<file path="src/hdl/cee_pkg.sv">
// Package for the core event entry and return unit: status word layout,
// event codes, handler offsets and reset constants.
// Assumes a 32-bit core with one clock and a synchronous active-low reset.
package cee_pkg;

	// ************************************************************
	// Status word field positions
	// ************************************************************
	localparam int unsigned SW_GLOBAL_IRQ_MASK = 16;
	localparam int unsigned SW_IRQ_LEVEL0_MASK = 17;
	localparam int unsigned SW_IRQ_LEVEL1_MASK = 18;
	localparam int unsigned SW_IRQ_LEVEL2_MASK = 19;
	localparam int unsigned SW_IRQ_LEVEL3_MASK = 20;
	localparam int unsigned SW_EXCEPTION_MASK = 21;
	localparam int unsigned SW_MODE_LSB = 22;
	localparam int unsigned SW_DEBUG_ENTRY_MASK = 26;
	localparam int unsigned SW_DEBUG_ACTIVE_FLAG = 27;

	// ************************************************************
	// Modes, reset values and fixed addresses
	// ************************************************************
	localparam logic [2:0] MODE_APPLICATION = 3'h0;
	localparam logic [2:0] MODE_SUPERVISOR = 3'h1;
	localparam logic [2:0] MODE_IRQ_LEVEL_ZERO = 3'h2;
	localparam logic [2:0] MODE_INT1 = 3'h3;
	localparam logic [2:0] MODE_INT2 = 3'h4;
	localparam logic [2:0] MODE_IRQ_LEVEL_THREE = 3'h5;
	localparam logic [2:0] MODE_EXCEPTION = 3'h6;
	localparam logic [2:0] MODE_NMI = 3'h7;
	localparam logic [31:0] RESET_PC = 32'h8000_0000;
	localparam logic [31:0] RESET_STATUS = 32'h0060_0000; // Supervisor, exceptions masked
	localparam logic [31:0] SCALL_PC_STEP = 32'h0000_0002;

	// ************************************************************
	// Event numbers in priority order (index 0 is highest)
	// ************************************************************
	localparam int unsigned EV_COUNT = 27;
	localparam int unsigned EV_DEBUG = 0;
	localparam int unsigned EV_UNRECOV = 1;
	localparam int unsigned EV_MULTIHIT = 2;
	localparam int unsigned EV_BUSERR_DATA = 3;
	localparam int unsigned EV_BUSERR_INSTR = 4;
	localparam int unsigned EV_NMI = 5;
	localparam int unsigned EV_IRQ_LEVEL_THREE = 6;
	localparam int unsigned EV_IRQ_LEVEL_ZERO = 9;
	localparam int unsigned EV_INSTR_MISS = 11;
	localparam int unsigned EV_SCALL = 19;
	localparam int unsigned EV_DATA_MISS_RD = 22;

	// Handler offsets, indexed by event number (autovector slots unused)
	localparam logic [13:0] EV_OFFSET [EV_COUNT] = '{
		14'h0000, 14'h0000, 14'h0004, 14'h0008, 14'h000c, 14'h0010,
		14'h0000, 14'h0000, 14'h0000, 14'h0000,
		14'h0014, 14'h0050, 14'h0018, 14'h001c, 14'h0020, 14'h0024,
		14'h0028, 14'h002c, 14'h0030, 14'h0100, 14'h0034, 14'h0038,
		14'h0060, 14'h0070, 14'h003c, 14'h0040, 14'h0044};

	// Context captured or restored as one unit
	typedef struct packed {
		logic [31:0] status;
		logic [31:0] pc;
	} cee_ctx_s;

endpackage : cee_pkg

</file>
<file path="src/hdl/cee_event_unit.sv">
// Event entry and return sequencer: masks, prioritises and vectors events,
// and drives stack push/pop requests for the core's load/store path.
// Assumes the pipeline supplies per-stage event vectors and a stack port that
// answers each word with a one-cycle i_stack_done.
`timescale 1ns/1ps

// How it works
// [RULE1] Pending events are refused while their status word mask bit is set.
// [RULE2] NMI, unrecoverable, multiple hit and bus errors ignore all masks.
// [RULE3] Accepting an event sets masks of all equal or lower priority sources; scall sets none, interrupt and debug entry leave exception mask clear.
// [RULE4] Sources hold requests until accepted; nothing is latched here.
// [RULE5] Non-scall, non-debug entry pushes status word and PC to system stack.
// [RULE6] Interrupt levels 0..3 also push registers 8..12 and link register.
// [RULE7] Exceptions set both exception mask and global mask.
// [RULE8] Entry sets mode, selects bank and loads handler address into PC.
// [RULE9] Event return pops status and PC, plus r8..r12 and link for interrupts.
// [RULE10] Supervisor call and its return save/restore PC and status via stack.
// [RULE11] Debug request enters debug mode unless debug entry mask set.
// [RULE12] Debug entry sets debug flag and branches to debug handler.
// [RULE13] Debug saves context in dedicated return registers, not the stack.
// [RULE14] Debug return leaves debug mode restoring dedicated registers.
// [RULE15] Reset wins everything and fetches from the fixed boot address.
// [RULE16] Interrupt controller gives a 14-bit autovector offset from vector base.
// [RULE17] Protection faults map to protection, miss or multiple-hit exceptions.
// [RULE18] Oldest instruction's events first; fixed priority within one.
// [RULE19] Scall and protection misses use wide dedicated handler offsets.
// [RULE20] Other exceptions use distinct 4-byte-step offsets from vector base.
// [RULE21] Data and instruction bus errors are separate, saving non-completed PC.
// [RULE22] Faults save faulting PC, interrupts next PC, scall PC plus two.
// [RULE23] Handler address is vector base OR offset, never a sum.
// [RULE24] After reset the core is in supervisor mode.
// [RULE25] Events evaluated each cycle; entry runs as one indivisible sequence.
module cee_event_unit
	import cee_pkg::*;
#(
	parameter int unsigned STAGES = 3
) (
	// Clock and reset
	input wire logic i_clock,
	input wire logic i_rst_b,
	// Events per pipeline stage, stage 0 oldest
	input wire logic [EV_COUNT-1:0] i_stage_events [STAGES],
	input wire logic [31:0] i_stage_pc [STAGES],
	input wire logic [31:0] i_next_pc,
	input wire logic i_boundary,
	// Interrupt controller and debug unit
	input wire logic [13:0] i_autovector,
	input wire logic [31:0] i_debug_handler,
	// Return instructions and software status writes
	input wire logic i_ret_event,
	input wire logic i_ret_scall,
	input wire logic i_ret_debug,
	input wire logic i_status_wr,
	input wire logic [31:0] i_status_wdata,
	input wire logic [31:0] i_vector_base,
	// Stack port: pop data and completion
	input wire logic i_stack_done,
	input wire logic [31:0] i_stack_rdata,
	// Outputs
	output logic [31:0] o_status_word,
	output logic [31:0] o_pc,
	output logic o_pc_load,
	output logic o_busy,
	output logic o_stack_req,
	output logic o_stack_push,
	output logic [2:0] o_stack_item,
	output logic [31:0] o_stack_wdata,
	output logic [STAGES-1:0] o_flush,
	output logic [2:0] o_bank,
	output cee_ctx_s o_debug_ret
);

	// Stage count must fit the flush mask and the selection loop
	if (STAGES < 1 || STAGES > 8) begin : g_bad_stages
		$error("STAGES out of range");
	end

	// ************************************************************
	// Sequencer state
	// ************************************************************
	typedef enum logic [2:0] {CEE_IDLE, CEE_PUSH, CEE_POP, CEE_BRANCH} cee_state_e;
	cee_state_e state_q;
	logic [31:0] status_q;
	logic [31:0] pc_q;
	logic pc_load_q;
	logic [2:0] item_q;
	logic [2:0] last_item_q;
	logic [31:0] target_q;
	logic [31:0] new_status_q;
	logic [31:0] saved_pc_q;
	logic [31:0] saved_status_q;
	cee_ctx_s debug_ret_q;
	logic [STAGES-1:0] flush_q;

	// Mask bit for an event number; critical events return zero
	function automatic logic ev_masked(input int unsigned ev, input logic [31:0] sw);
		if (ev == EV_DEBUG)
			return sw[SW_DEBUG_ENTRY_MASK]; // [RULE11]
		if (ev <= EV_NMI)
			return 1'b0; // [RULE2]
		if (ev >= EV_IRQ_LEVEL_THREE && ev <= EV_IRQ_LEVEL_ZERO)
			return sw[SW_IRQ_LEVEL3_MASK - (ev - EV_IRQ_LEVEL_THREE)] | sw[SW_GLOBAL_IRQ_MASK];
		return sw[SW_EXCEPTION_MASK]; // [RULE1]
	endfunction

	function automatic logic is_irq(input int unsigned ev);
		return ev >= EV_IRQ_LEVEL_THREE && ev <= EV_IRQ_LEVEL_ZERO;
	endfunction

	// ************************************************************
	// Selection: oldest stage with an unmasked event, then priority
	// ************************************************************
	logic sel_valid;
	int unsigned sel_ev;
	int unsigned sel_stage;
	always_comb begin
		sel_valid = 1'b0;
		sel_ev = 0;
		sel_stage = 0;
		// Younger stages are ignored once an older one has an unmasked event [RULE18]
		for (int s = STAGES - 1; s >= 0; s--) begin
			for (int e = EV_COUNT - 1; e >= 0; e--) begin
				if (i_stage_events[s][e] && !ev_masked(e, status_q)) begin // [RULE1]
					sel_valid = 1'b1;
					sel_ev = e;
					sel_stage = s;
				end
			end
		end
	end

	// Entry decision: taken only at a boundary while idle [RULE25]
	logic accept;
	assign accept = sel_valid && i_boundary && state_q == CEE_IDLE;

	// Handler address: OR, so vector base must be aligned [RULE23]
	logic [31:0] handler;
	always_comb begin
		if (sel_ev == EV_DEBUG)
			handler = i_debug_handler; // [RULE12]
		else if (is_irq(sel_ev))
			handler = i_vector_base | {18'h0_0000, i_autovector}; // [RULE16]
		else
			handler = i_vector_base | {18'h0_0000, EV_OFFSET[sel_ev]}; // [RULE17] [RULE19] [RULE20]
	end

	// Return address selection [RULE22] [RULE21]
	logic [31:0] ret_pc;
	always_comb begin
		if (sel_ev == EV_SCALL)
			ret_pc = i_stage_pc[sel_stage] + SCALL_PC_STEP;
		else if (sel_ev <= EV_MULTIHIT && sel_ev != EV_DEBUG || sel_ev > EV_NMI && !is_irq(sel_ev)
			&& sel_ev != 13)
			ret_pc = i_stage_pc[sel_stage];
		else
			ret_pc = i_next_pc; // First non-completed instruction
	end

	// New status word: masks of equal or lower priority, mode, debug flag
	logic [31:0] entry_status;
	logic [2:0] entry_mode;
	always_comb begin
		entry_status = status_q;
		entry_mode = MODE_EXCEPTION;
		if (sel_ev == EV_DEBUG) begin
			entry_status[SW_DEBUG_ACTIVE_FLAG] = 1'b1; // [RULE12]
			entry_status[SW_IRQ_LEVEL3_MASK:SW_GLOBAL_IRQ_MASK] = 5'h1f;
		end else if (sel_ev == EV_SCALL) begin
			entry_mode = MODE_SUPERVISOR;
		end else if (is_irq(sel_ev)) begin
			entry_mode = MODE_IRQ_LEVEL_THREE - 3'(sel_ev - EV_IRQ_LEVEL_THREE);
			// Own level and all below it [RULE3]
			for (int l = 0; l < 4; l++)
				if (l <= 3 - (sel_ev - EV_IRQ_LEVEL_THREE))
					entry_status[SW_IRQ_LEVEL0_MASK + l] = 1'b1;
		end else begin
			if (sel_ev == EV_NMI)
				entry_mode = MODE_NMI;
			// Exceptions rank above nothing maskable below them [RULE7] [RULE3]
			entry_status[SW_EXCEPTION_MASK] = 1'b1;
			entry_status[SW_GLOBAL_IRQ_MASK] = 1'b1;
			if (sel_ev <= EV_NMI)
				entry_status[SW_IRQ_LEVEL3_MASK:SW_IRQ_LEVEL0_MASK] = 4'hf;
		end
		// Debug runs in exception context too, so every entry rewrites the mode [RULE13]
		entry_status[SW_MODE_LSB +: 3] = entry_mode; // [RULE8]
	end

	// ************************************************************
	// Sequencer: push, pop and branch as one uninterrupted run
	// ************************************************************
	always_ff @(posedge i_clock) begin
		if (!i_rst_b) begin
			state_q <= CEE_IDLE;
			item_q <= 3'h0;
			last_item_q <= 3'h0;
			target_q <= 32'h0000_0000;
			new_status_q <= 32'h0000_0000;
			saved_pc_q <= 32'h0000_0000;
			saved_status_q <= 32'h0000_0000;
		end else begin
			case (state_q)
				CEE_IDLE: begin
					item_q <= 3'h0;
					if (accept) begin
						target_q <= handler;
						new_status_q <= entry_status;
						saved_pc_q <= ret_pc;
						saved_status_q <= status_q;
						// Eight words for interrupts, two otherwise [RULE5] [RULE6] [RULE10]
						last_item_q <= is_irq(sel_ev) ? 3'h7 : 3'h1;
						// Debug skips the stack [RULE13]
						state_q <= (sel_ev == EV_DEBUG) ? CEE_BRANCH : CEE_PUSH;
					end else if (i_ret_event || i_ret_scall) begin
						// Interrupt modes also restore r8..r12 and link [RULE9]
						last_item_q <= (status_q[SW_MODE_LSB +: 3] >= MODE_IRQ_LEVEL_ZERO &&
							status_q[SW_MODE_LSB +: 3] <= MODE_IRQ_LEVEL_THREE && i_ret_event) ? 3'h7 : 3'h1;
						state_q <= CEE_POP;
					end
				end
				CEE_PUSH: begin
					if (i_stack_done) begin
						item_q <= item_q + 3'h1;
						if (item_q == last_item_q)
							state_q <= CEE_BRANCH;
					end
				end
				CEE_POP: begin
					if (i_stack_done) begin
						item_q <= item_q + 3'h1;
						if (item_q == 3'h0)
							new_status_q <= i_stack_rdata;
						if (item_q == 3'h1)
							target_q <= i_stack_rdata;
						if (item_q == last_item_q)
							state_q <= CEE_BRANCH;
					end
				end
				CEE_BRANCH: state_q <= CEE_IDLE;
				default: state_q <= CEE_IDLE;
			endcase
		end
	end

	// Status word and PC: reset enters supervisor at boot address [RULE15] [RULE24]
	always_ff @(posedge i_clock) begin
		if (!i_rst_b) begin
			status_q <= RESET_STATUS;
			pc_q <= RESET_PC;
			pc_load_q <= 1'b1;
		end else begin
			pc_load_q <= 1'b0;
			if (state_q == CEE_BRANCH) begin
				status_q <= new_status_q; // [RULE8] [RULE9]
				pc_q <= target_q;
				pc_load_q <= 1'b1;
			end else if (state_q == CEE_IDLE && !accept && i_ret_debug) begin
				status_q <= debug_ret_q.status; // [RULE14]
				pc_q <= debug_ret_q.pc;
				pc_load_q <= 1'b1;
			end else if (state_q == CEE_IDLE && i_status_wr) begin
				status_q <= i_status_wdata; // Mode bits writable in debug [RULE13]
			end
		end
	end

	// Dedicated debug return context [RULE13]
	always_ff @(posedge i_clock) begin
		if (!i_rst_b)
			debug_ret_q <= '0;
		else if (accept && sel_ev == EV_DEBUG)
			debug_ret_q <= '{status: status_q, pc: ret_pc};
	end

	// Flush the accepted stage and all younger ones
	always_ff @(posedge i_clock) begin
		if (!i_rst_b)
			flush_q <= '0;
		else
			flush_q <= accept ? ~((STAGES)'((1 << sel_stage) - 1)) : '0; // [RULE18]
	end

	// ************************************************************
	// Outputs
	// ************************************************************
	assign o_status_word = status_q;
	assign o_pc = pc_q;
	assign o_pc_load = pc_load_q;
	assign o_busy = state_q != CEE_IDLE;
	assign o_stack_req = state_q == CEE_PUSH || state_q == CEE_POP;
	assign o_stack_push = state_q == CEE_PUSH;
	assign o_stack_item = item_q;
	// Word 0 status, 1 PC, 2..7 registers (bank supplies them)
	assign o_stack_wdata = (item_q == 3'h0) ? saved_status_q : saved_pc_q;
	assign o_flush = flush_q;
	assign o_bank = status_q[SW_MODE_LSB +: 3];
	assign o_debug_ret = debug_ret_q;

	// ************************************************************
	// Assertions
	// ************************************************************
	a_reset_boot: assert property (@(posedge i_clock) // [RULE15]
		!i_rst_b |=> o_pc == RESET_PC && o_pc_load
		&& o_status_word[SW_MODE_LSB +: 3] == MODE_SUPERVISOR)
		else $error("Reset did not load boot address in supervisor");
	a_debug_flag: assert property (@(posedge i_clock) disable iff (!i_rst_b) // [RULE12]
		accept && sel_ev == EV_DEBUG |=> ##1 status_q[SW_DEBUG_ACTIVE_FLAG])
		else $error("Debug flag not set");
	a_debug_no_stack: assert property (@(posedge i_clock) disable iff (!i_rst_b) // [RULE13]
		accept && sel_ev == EV_DEBUG |=> !o_stack_req ##1 !o_stack_req)
		else $error("Debug entry used stack");
	a_exc_masks: assert property (@(posedge i_clock) disable iff (!i_rst_b) // [RULE7]
		accept && sel_ev > EV_IRQ_LEVEL_ZERO && sel_ev != EV_SCALL |=> new_status_q[SW_EXCEPTION_MASK]
		&& new_status_q[SW_GLOBAL_IRQ_MASK])
		else $error("Exception masks not set");
	a_push_status: assert property (@(posedge i_clock) disable iff (!i_rst_b) // [RULE5]
		accept && sel_ev != EV_DEBUG |=> o_stack_push && o_stack_item == 3'h0
		&& o_stack_wdata == $past(status_q))
		else $error("Status not pushed first");
	a_or_vector: assert property (@(posedge i_clock) disable iff (!i_rst_b) // [RULE16]
		accept && is_irq(sel_ev) |=> target_q == ($past(i_vector_base)
		| {18'h0_0000, $past(i_autovector)}))
		else $error("Autovector target wrong");
	a_scall_ret: assert property (@(posedge i_clock) disable iff (!i_rst_b) // [RULE22]
		accept && sel_ev == EV_SCALL |=> saved_pc_q == $past(i_stage_pc[sel_stage]) + 32'h2)
		else $error("Scall return address wrong");
	// Mask checks read the status bits directly, not through the selection function
	a_masked_refused: assert property (@(posedge i_clock) disable iff (!i_rst_b) // [RULE1]
		accept && sel_ev > EV_IRQ_LEVEL_ZERO |-> !status_q[SW_EXCEPTION_MASK])
		else $error("Masked exception accepted");
	a_irq_gated: assert property (@(posedge i_clock) disable iff (!i_rst_b) // [RULE1]
		accept && is_irq(sel_ev) |-> !status_q[SW_GLOBAL_IRQ_MASK])
		else $error("Interrupt accepted under global mask");
	a_critical_taken: assert property (@(posedge i_clock) disable iff (!i_rst_b) // [RULE2]
		i_stage_events[0][EV_NMI] && i_boundary && state_q == CEE_IDLE |-> accept)
		else $error("Unmaskable event refused");
	c_irq_entry: cover property (@(posedge i_clock) accept && is_irq(sel_ev));
	c_scall_entry: cover property (@(posedge i_clock) accept && sel_ev == EV_SCALL);
	c_debug_entry: cover property (@(posedge i_clock) accept && sel_ev == EV_DEBUG);
	c_event_return: cover property (@(posedge i_clock) state_q == CEE_POP && i_stack_done);

endmodule // cee_event_unit

</file>
<file path="config.mk">
export PLATFORM = sky130hd
export DESIGN_NAME = cee_event_unit
export DESIGN_NICKNAME = d
export VERILOG_FILES = /design/src/hdl/cee_pkg.sv /design/src/hdl/cee_event_unit.sv
export SDC_FILE = /design/constraint.sdc
export NUM_CORES = 1
export LEC_CHECK = 0
export ABC_AREA = 1
export BUFFER_PORTS_ARGS = -buffer_cell sky130_fd_sc_hd__clkbuf_2
export CORE_AREA = 2 2 204 206
export DETAILED_ROUTE_END_ITERATION = 8
export DIE_AREA = 0 0 206 208
export PLACE_DENSITY_LB_ADDON = 0.25
export SETUP_SLACK_MARGIN = 0.05
export SYNTH_ARGS = -nofsm -noshare
export SYNTH_HDL_FRONTEND = slang
export SYNTH_SLANG_ARGS = --single-unit
</file>
<file path="constraint.sdc">
create_clock -name i_clock -period 7.9 [get_ports i_clock]
set_clock_uncertainty 0.1 [all_clocks]
set_input_delay 0.79 -clock i_clock [delete_from_list [all_inputs] [get_ports i_clock]]
set_output_delay 0.79 -clock i_clock [all_outputs]
set_load 0.02 [all_outputs]
</file>
Yosys cells after proc, flatten, opt, wreduce, memory -nomap -nowiden. Memory sizes are Yosys's and may differ from the RTL's. Cells that the tools add are included.

Bits in read-only memories: 448. Logic and storage cells: 462. Flip-flop bits (word level): 269. Input port bits: 359. Output and inout bits: 173. Memories: 1.

Memories: (name not given) (depth 32, width 14, rd ports 1, clocked after Yosys merged registers in 0, write ports 0, RTL line cee_event_unit.sv:144) `handler = i_vector_base | {18'h0_0000, EV_OFFSET[sel_ev]};`.

Add/sub/neg operators: 6. Magnitude comparators: 13. Equal/unequal tests: 15. Reduce and logical (&&, ||, !) cells: 108. Shift operators: 1. Bitwise operators: 10. Muxes and demuxes: 295.

Operators with widths (number): two-way mux 32 bit (168); case mux 32 bit (2 select lines) (2); two-way mux 1 bit (91); logical AND 1 bit (78); inverter 32 -> 33 bit (2); binary-select mux 32 bit (select 2 bit) (1); less-or-equal comparator 1 x 32 -> 1 bit, first input constant (2); less-or-equal comparator 2 x 32 -> 1 bit, first input constant (2); OR 32 x 14 -> 32 bit (2); two-way mux 3 bit (12); two-way mux 5 bit (7); >= comparator 33 x 3 -> 1 bit, second input constant (1); >= comparator 33 x 6 -> 1 bit, second input constant (1); adder 32 x 2 -> 32 bit, second input constant (1); equality test 32 x 3 -> 1 bit, second input constant (1); equality test 32 x 5 -> 1 bit, second input constant (1); >= comparator 32 x 3 -> 1 bit, second input constant (1); > comparator 32 x 3 -> 1 bit, second input constant (1); less-or-equal comparator 32 x 2 -> 1 bit, second input constant (1); less-or-equal comparator 32 x 3 -> 1 bit, second input constant (1); less-or-equal comparator 32 x 4 -> 1 bit, second input constant (1); zero test 32 bit (1); != test 32 x 4 -> 1 bit, second input constant (1); nonzero test 32 bit (1); 31 further kinds (68).

Depth between registers and ports, before layout.
Depth in word-level cells: 92. Depth in mapped cells: 89. Gate-level depth less buffers: 88.

Worst setup path before layout. OpenSTA, ideal clock, no wires.

Path kind: in2reg. Start point: input port i_stage_events[22] (netlist bit). End point: register new_status_q[18]. Slack: 2.471 ns. Cell stages on the path: 52. Path buffers: 0. Data arrival time: 5.195 ns. Required time: 7.666 ns. Setup time: 0.134 ns. Path through: nand2_1 nand2_1 a31oi_1 nor2_1 nor2_1 o21ai_0 a21oi_1 o21ai_0 nand2_1 nand2_1 nand3_1 nand2_1 a31oi_1 nor2_1 nor2_1 nor2_1 nor2_1 nor2_1 [16 not listed] nand3_1 clkinv_1 ha_1 ha_1 ha_1 nand2_1 inv_1 nand2_1 o21ai_0 o21ai_0 nor2_1 inv_1 nor4_1 nand2_1 o21ai_0 nand2_1 nand2_1 a31oi_1.

Cells in the longest elaborated chain, start to end: 87. Elaborated cells between the ends (all ways): 175. Those cells by class: add/sub: 2; order compare: 4; eq/ne: 2; mux: 161; reduce/logical: 6.

RTL lines: from (decl) (RTL line cee_event_unit.sv:42) `input wire logic [EV_COUNT-1:0] i_stage_events [STAGES],`; logical AND 1 bit (*) (RTL line cee_event_unit.sv:123) `if (i_stage_events[s][e] && !ev_masked(e, status_q)) begin`; two-way mux 5 bit (2 in a row) (RTL line cee_event_unit.sv:123); two-way mux 32 bit (75 in a row) (RTL line cee_event_unit.sv:123); subtractor 32 x 3 -> 32 bit (RTL line cee_event_unit.sv:174) `if (l <= 3 - (sel_ev - EV_IRQ_LEVEL_THREE))`; subtractor 2 x 32 -> 32 bit (RTL line cee_event_unit.sv:174); less-or-equal comparator 1 x 32 -> 1 bit (RTL line cee_event_unit.sv:174); two-way mux 1 bit (RTL line cee_event_unit.sv:174); two-way mux 4 bit (RTL line cee_event_unit.sv:170) `end else if (is_irq(sel_ev)) begin`; two-way mux 6 bit (RTL line cee_event_unit.sv:168) `end else if (sel_ev == EV_SCALL) begin`; two-way mux 5 bit (RTL line cee_event_unit.sv:165) `if (sel_ev == EV_DEBUG) begin`; two-way mux 32 bit (RTL line cee_event_unit.sv:205) `if (accept) begin`; case mux 32 bit (2 select lines) (RTL line cee_event_unit.sv:202) `case (state_q)`; to (signal assigned) (RTL line cee_event_unit.sv:207) `new_status_q <= entry_status;`; to (signal assigned) (RTL line cee_event_unit.sv:232) `new_status_q <= i_stack_rdata;`; to (decl) (RTL line cee_event_unit.sv:89) `logic [31:0] new_status_q;`.

Mark *: on every way between the ends. The rest lies on a longest branch, timed or not. The select of a mux whose other input is x is not followed. A chain may end at the register's enable or synchronous reset.

Final worst setup path.
Start point: register status_q[21], in the netlist o_status_word[21]. End point: register saved_pc_q[30].

Cells in the longest elaborated chain, start to end: 91. Elaborated cells between the ends (all ways): 318. Those cells by class: add/sub: 1; order compare: 4; eq/ne: 2; mux: 248; bitwise: 1; reduce/logical: 62.

RTL lines: from (decl) (RTL line cee_event_unit.sv:83) `logic [31:0] status_q;`; from (signal assigned) (RTL line cee_event_unit.sv:254) `status_q <= new_status_q;`; from (signal assigned) (RTL line cee_event_unit.sv:258) `status_q <= debug_ret_q.status;`; from (signal assigned) (RTL line cee_event_unit.sv:262) `status_q <= i_status_wdata;`; zero test 1 bit (*) (RTL line cee_event_unit.sv:123); parallel branches: the longest is 90 deep, another holds two-way mux 32 bit; to (signal assigned) (RTL line cee_event_unit.sv:208) `saved_pc_q <= ret_pc;`; to (decl) (RTL line cee_event_unit.sv:90) `logic [31:0] saved_pc_q;`.

Every way passes the cells marked *. The select of a mux whose other input is x is not followed.

==> results.yml <==
status:
  status: "finished clean"
flow_run:
  maxCapViolCount: 0
synth:
  ys_ff_latch: 267
  synth_top_family_by_area: "simple AND/OR/NAND/NOR gates"
  seq_area_frac_synth_pct: 33.7
  yosys.area_share.simple_pct: 27.5
  synth-main-ff-cell: "dfxtp_1"
  synth-compound-area-share_pct: 25.5
  synth_cells: 2416
  synth_edf_count: 0
  yosys.area_share.xor_xnor_pct: 1.27
  synth.top_cells.by_area: "dfxtp_1 (34%), nand2_1 (14%), o21ai_0 (8.1%), inv_1 (6.0%), a21oi_1 (4.8%)"
  synthArstFlopShare_pct: 0
  synth_mux_area_share_pct: 0
  synth_cell_types: 44
  synth_adder_area_share_pct: 1.18
  yosysMostFrequentCell: "nand2_1"
  synth_common_cells: "nand2_1 (606), dfxtp_1 (267), o21ai_0 (258)"
  syn_area_sq_mm: 0.0159
  ys_warn_count: 0
  syn_nets: 2790
  avgSynthCellArea_sq_um: 6.57
  synth_top_area_share_pct: 33.7
  synth_top_area_cell: "dfxtp_1"
critical_path:
  worstPathRequired_ps: 8270
  setup.worst_path.start_class: "flip-flop"
  critical-path-slowest-cell: "inv_4"
  critPathKind: "reg -> reg"
  cp.arrival_ps: 7040
  cpPeakStageDelay_ps: 360
  worstPathMaxFanout: 51
  worstSetupEndpointType: "flip-flop"
  path_common_cell: "nand2_1"
sta:
  slew_violations: 0
  holdWs_ps: 355
  rsz0062_at_grt: "no"
  post-route-min-period_ps: 6670
  final.period_utilization_pct: 84.4
  fmax_mhz: 150
  maxSlewHeadroom_pct: 43.6
  setup_tns_ps: 0
  setup_slack_ps: 1230
  finalSetupViolations: 0
  hold_viol: 0
  worst_slew_pin_slew_ps: 846
die:
  initial_core_util_pct: 39.1
  pin_count: 532
  die_w_um: 206
  dieArea_sq_mm: 0.0428
  core-area_sq_mm: 0.0406
  die_h_um: 208
  rows: 74
hold_path:
  hp-class: "reg -> reg"
cells_and_area:
  stdcell_area_sq_mm: 0.0198
  layout-drive-gt1-share_pct: 24.5
  nNetsFinal: 3219
  area_delta_synth_final_pct: 24.6
place:
  gpl.final_weighted_congestion: 0.930
  hpwl_mm: 50.6
  portBuffers: 531
  place_ws_ps: 1040
  dpl-instance-area_sq_mm: 0.0187
clocking:
  clk_latency_ps: 600
  clockBufferDepth: 3
  numCtsBuffers: 30
  cts.sinks: 267
  path_clk_slew_ps: 60
  clock-root-buffer: "clkbuf_16"
  cts_setup_buffers: 0
  h-tree-depth: 1
  cts_tree: "yes"
power:
  peakVddDrop_uv: 180
  p_leak_nw: 9.65
  power.density_mw_per_mm2: 333
  total_power_mw: 6.59
routing:
  drtAntennaViolNets: 0
  vias: 17993
  drt_iter0_drc: 1550
  drt_wl_total_mm: 66.1
  drc: 0
  vias_per_cell: 5.29
  wl_per_cell_um: 19.4
  drt-pass1-iter-count: 5
grt:
  antenna_found_initial: 3
  grt_pass1_vias: 16565
  grt_pass1_wl_mm: 98.4
  grt_util_all_layers_pct: 29.6
  overflow: 0
  grt_max_degree: 99
-- worst max-delay path, delay by kind of cell (launching register included) --
family	cells	cell delay, ps
buffers and inverters	3	740
flip-flops	1	330
AND/OR/NAND/NOR	84	5400
-- placed cells by master (no fill, tap or decap), types with 6 or more instances in the layout --
cell type,count
a32o_1,29
a21oi_1,150
nor3_1,11
nand4_1,14
nand2_2,29
o21ai_0,258
nand3_1,137
xnor2_1,11
xor2_1,12
nand3_2,31
nand2_1,602
inv_1,252
o21ai_1,24
clkbuf_8,8
nor4_1,7
clkbuf_1,6
clkinv_2,7
ha_1,13
a31oi_1,109
nor2_1,135
buf_4,30
dfxtp_1,267
o21a_1,62
o211ai_1,40
or2_2,7
clkbuf_16,30
clkbuf_2,530
-- what timing repair did --
item,4_1_cts,5_1_grt
endpoints found under the setup margin,0,64
gates resized for setup,0,2
hold buffers,0,0
-- through the flow --
stage	util (%)	std cells
floorplan	-	2416
global placement	46.2	3345
detailed placement	46.2	3345
CTS	48.7	3400
global route	48.7	3402
finish	48.8	3403
-- cell families (layout without fill, tap and decap cells) --
family / Yosys count / in the layout
simple gates: 994 / 994
compound gates: 690 / 690
buf+inv: 427 / 879
flops: 267 / 267
xor+xnor: 23 / 23
fa+ha+maj: 15 / 15
other cells: 0 / 3
-- cell type report --
| type | count | area (sq um) |
|---|---|---|
| antenna | 3 | 7.51 |
| clock buffer | 44 | 883 |
| clock inverter | 11 | 141 |
| fill | 4242 | 20800 |
| inverter | 263 | 990 |
| multi-input combinational | 1722 | 8850 |
| sequential | 267 | 5350 |
| tap | 532 | 666 |
| timing repair buffer | 561 | 2890 |
-- registers in the layout (all words and copies together), names as in the netlist --
| name | flops |
|---|---|
| target_q | 32 |
| last_item_q | 2 |
| state_q | 2 |
| saved_pc_q | 32 |
| o_pc | 32 |
| saved_status_q | 32 |
| new_status_q | 32 |
| o_debug_ret | 64 |
| o_status_word | 32 |
| o_pc_load | 1 |
| o_stack_item | 3 |
| o_flush | 3 |
-- power by group --
| group | switching [mW] | leakage [nW] | internal, mW |
|---|---|---|---|
| Combinational | 2.13 | 6.94 | 0.922 |
| Sequential | 0.331 | 2.20 | 1.76 |
| Clock | 0.602 | 0.508 | 0.842 |
-- worst paths after layout --
path	start	to	slack, ps	cells after the start
max	o_status_word[21]	saved_pc_q[30]	1230	87
min	saved_status_q[14]	saved_status_q[14]	350	2
max reg2reg	o_status_word[21]	saved_pc_q[30]	1230	87
min reg2reg	saved_status_q[14]	saved_status_q[14]	350	2
-- per-layer routing --
metal | global-route usage, % | wire, um
met5 | 0 | 0
met4 | 10.0 | 2290
met3 | 4.14 | 4910
met2 | 45.5 | 28600
met1 | 42.3 | 30300
(Power assumes the default switching activity.)
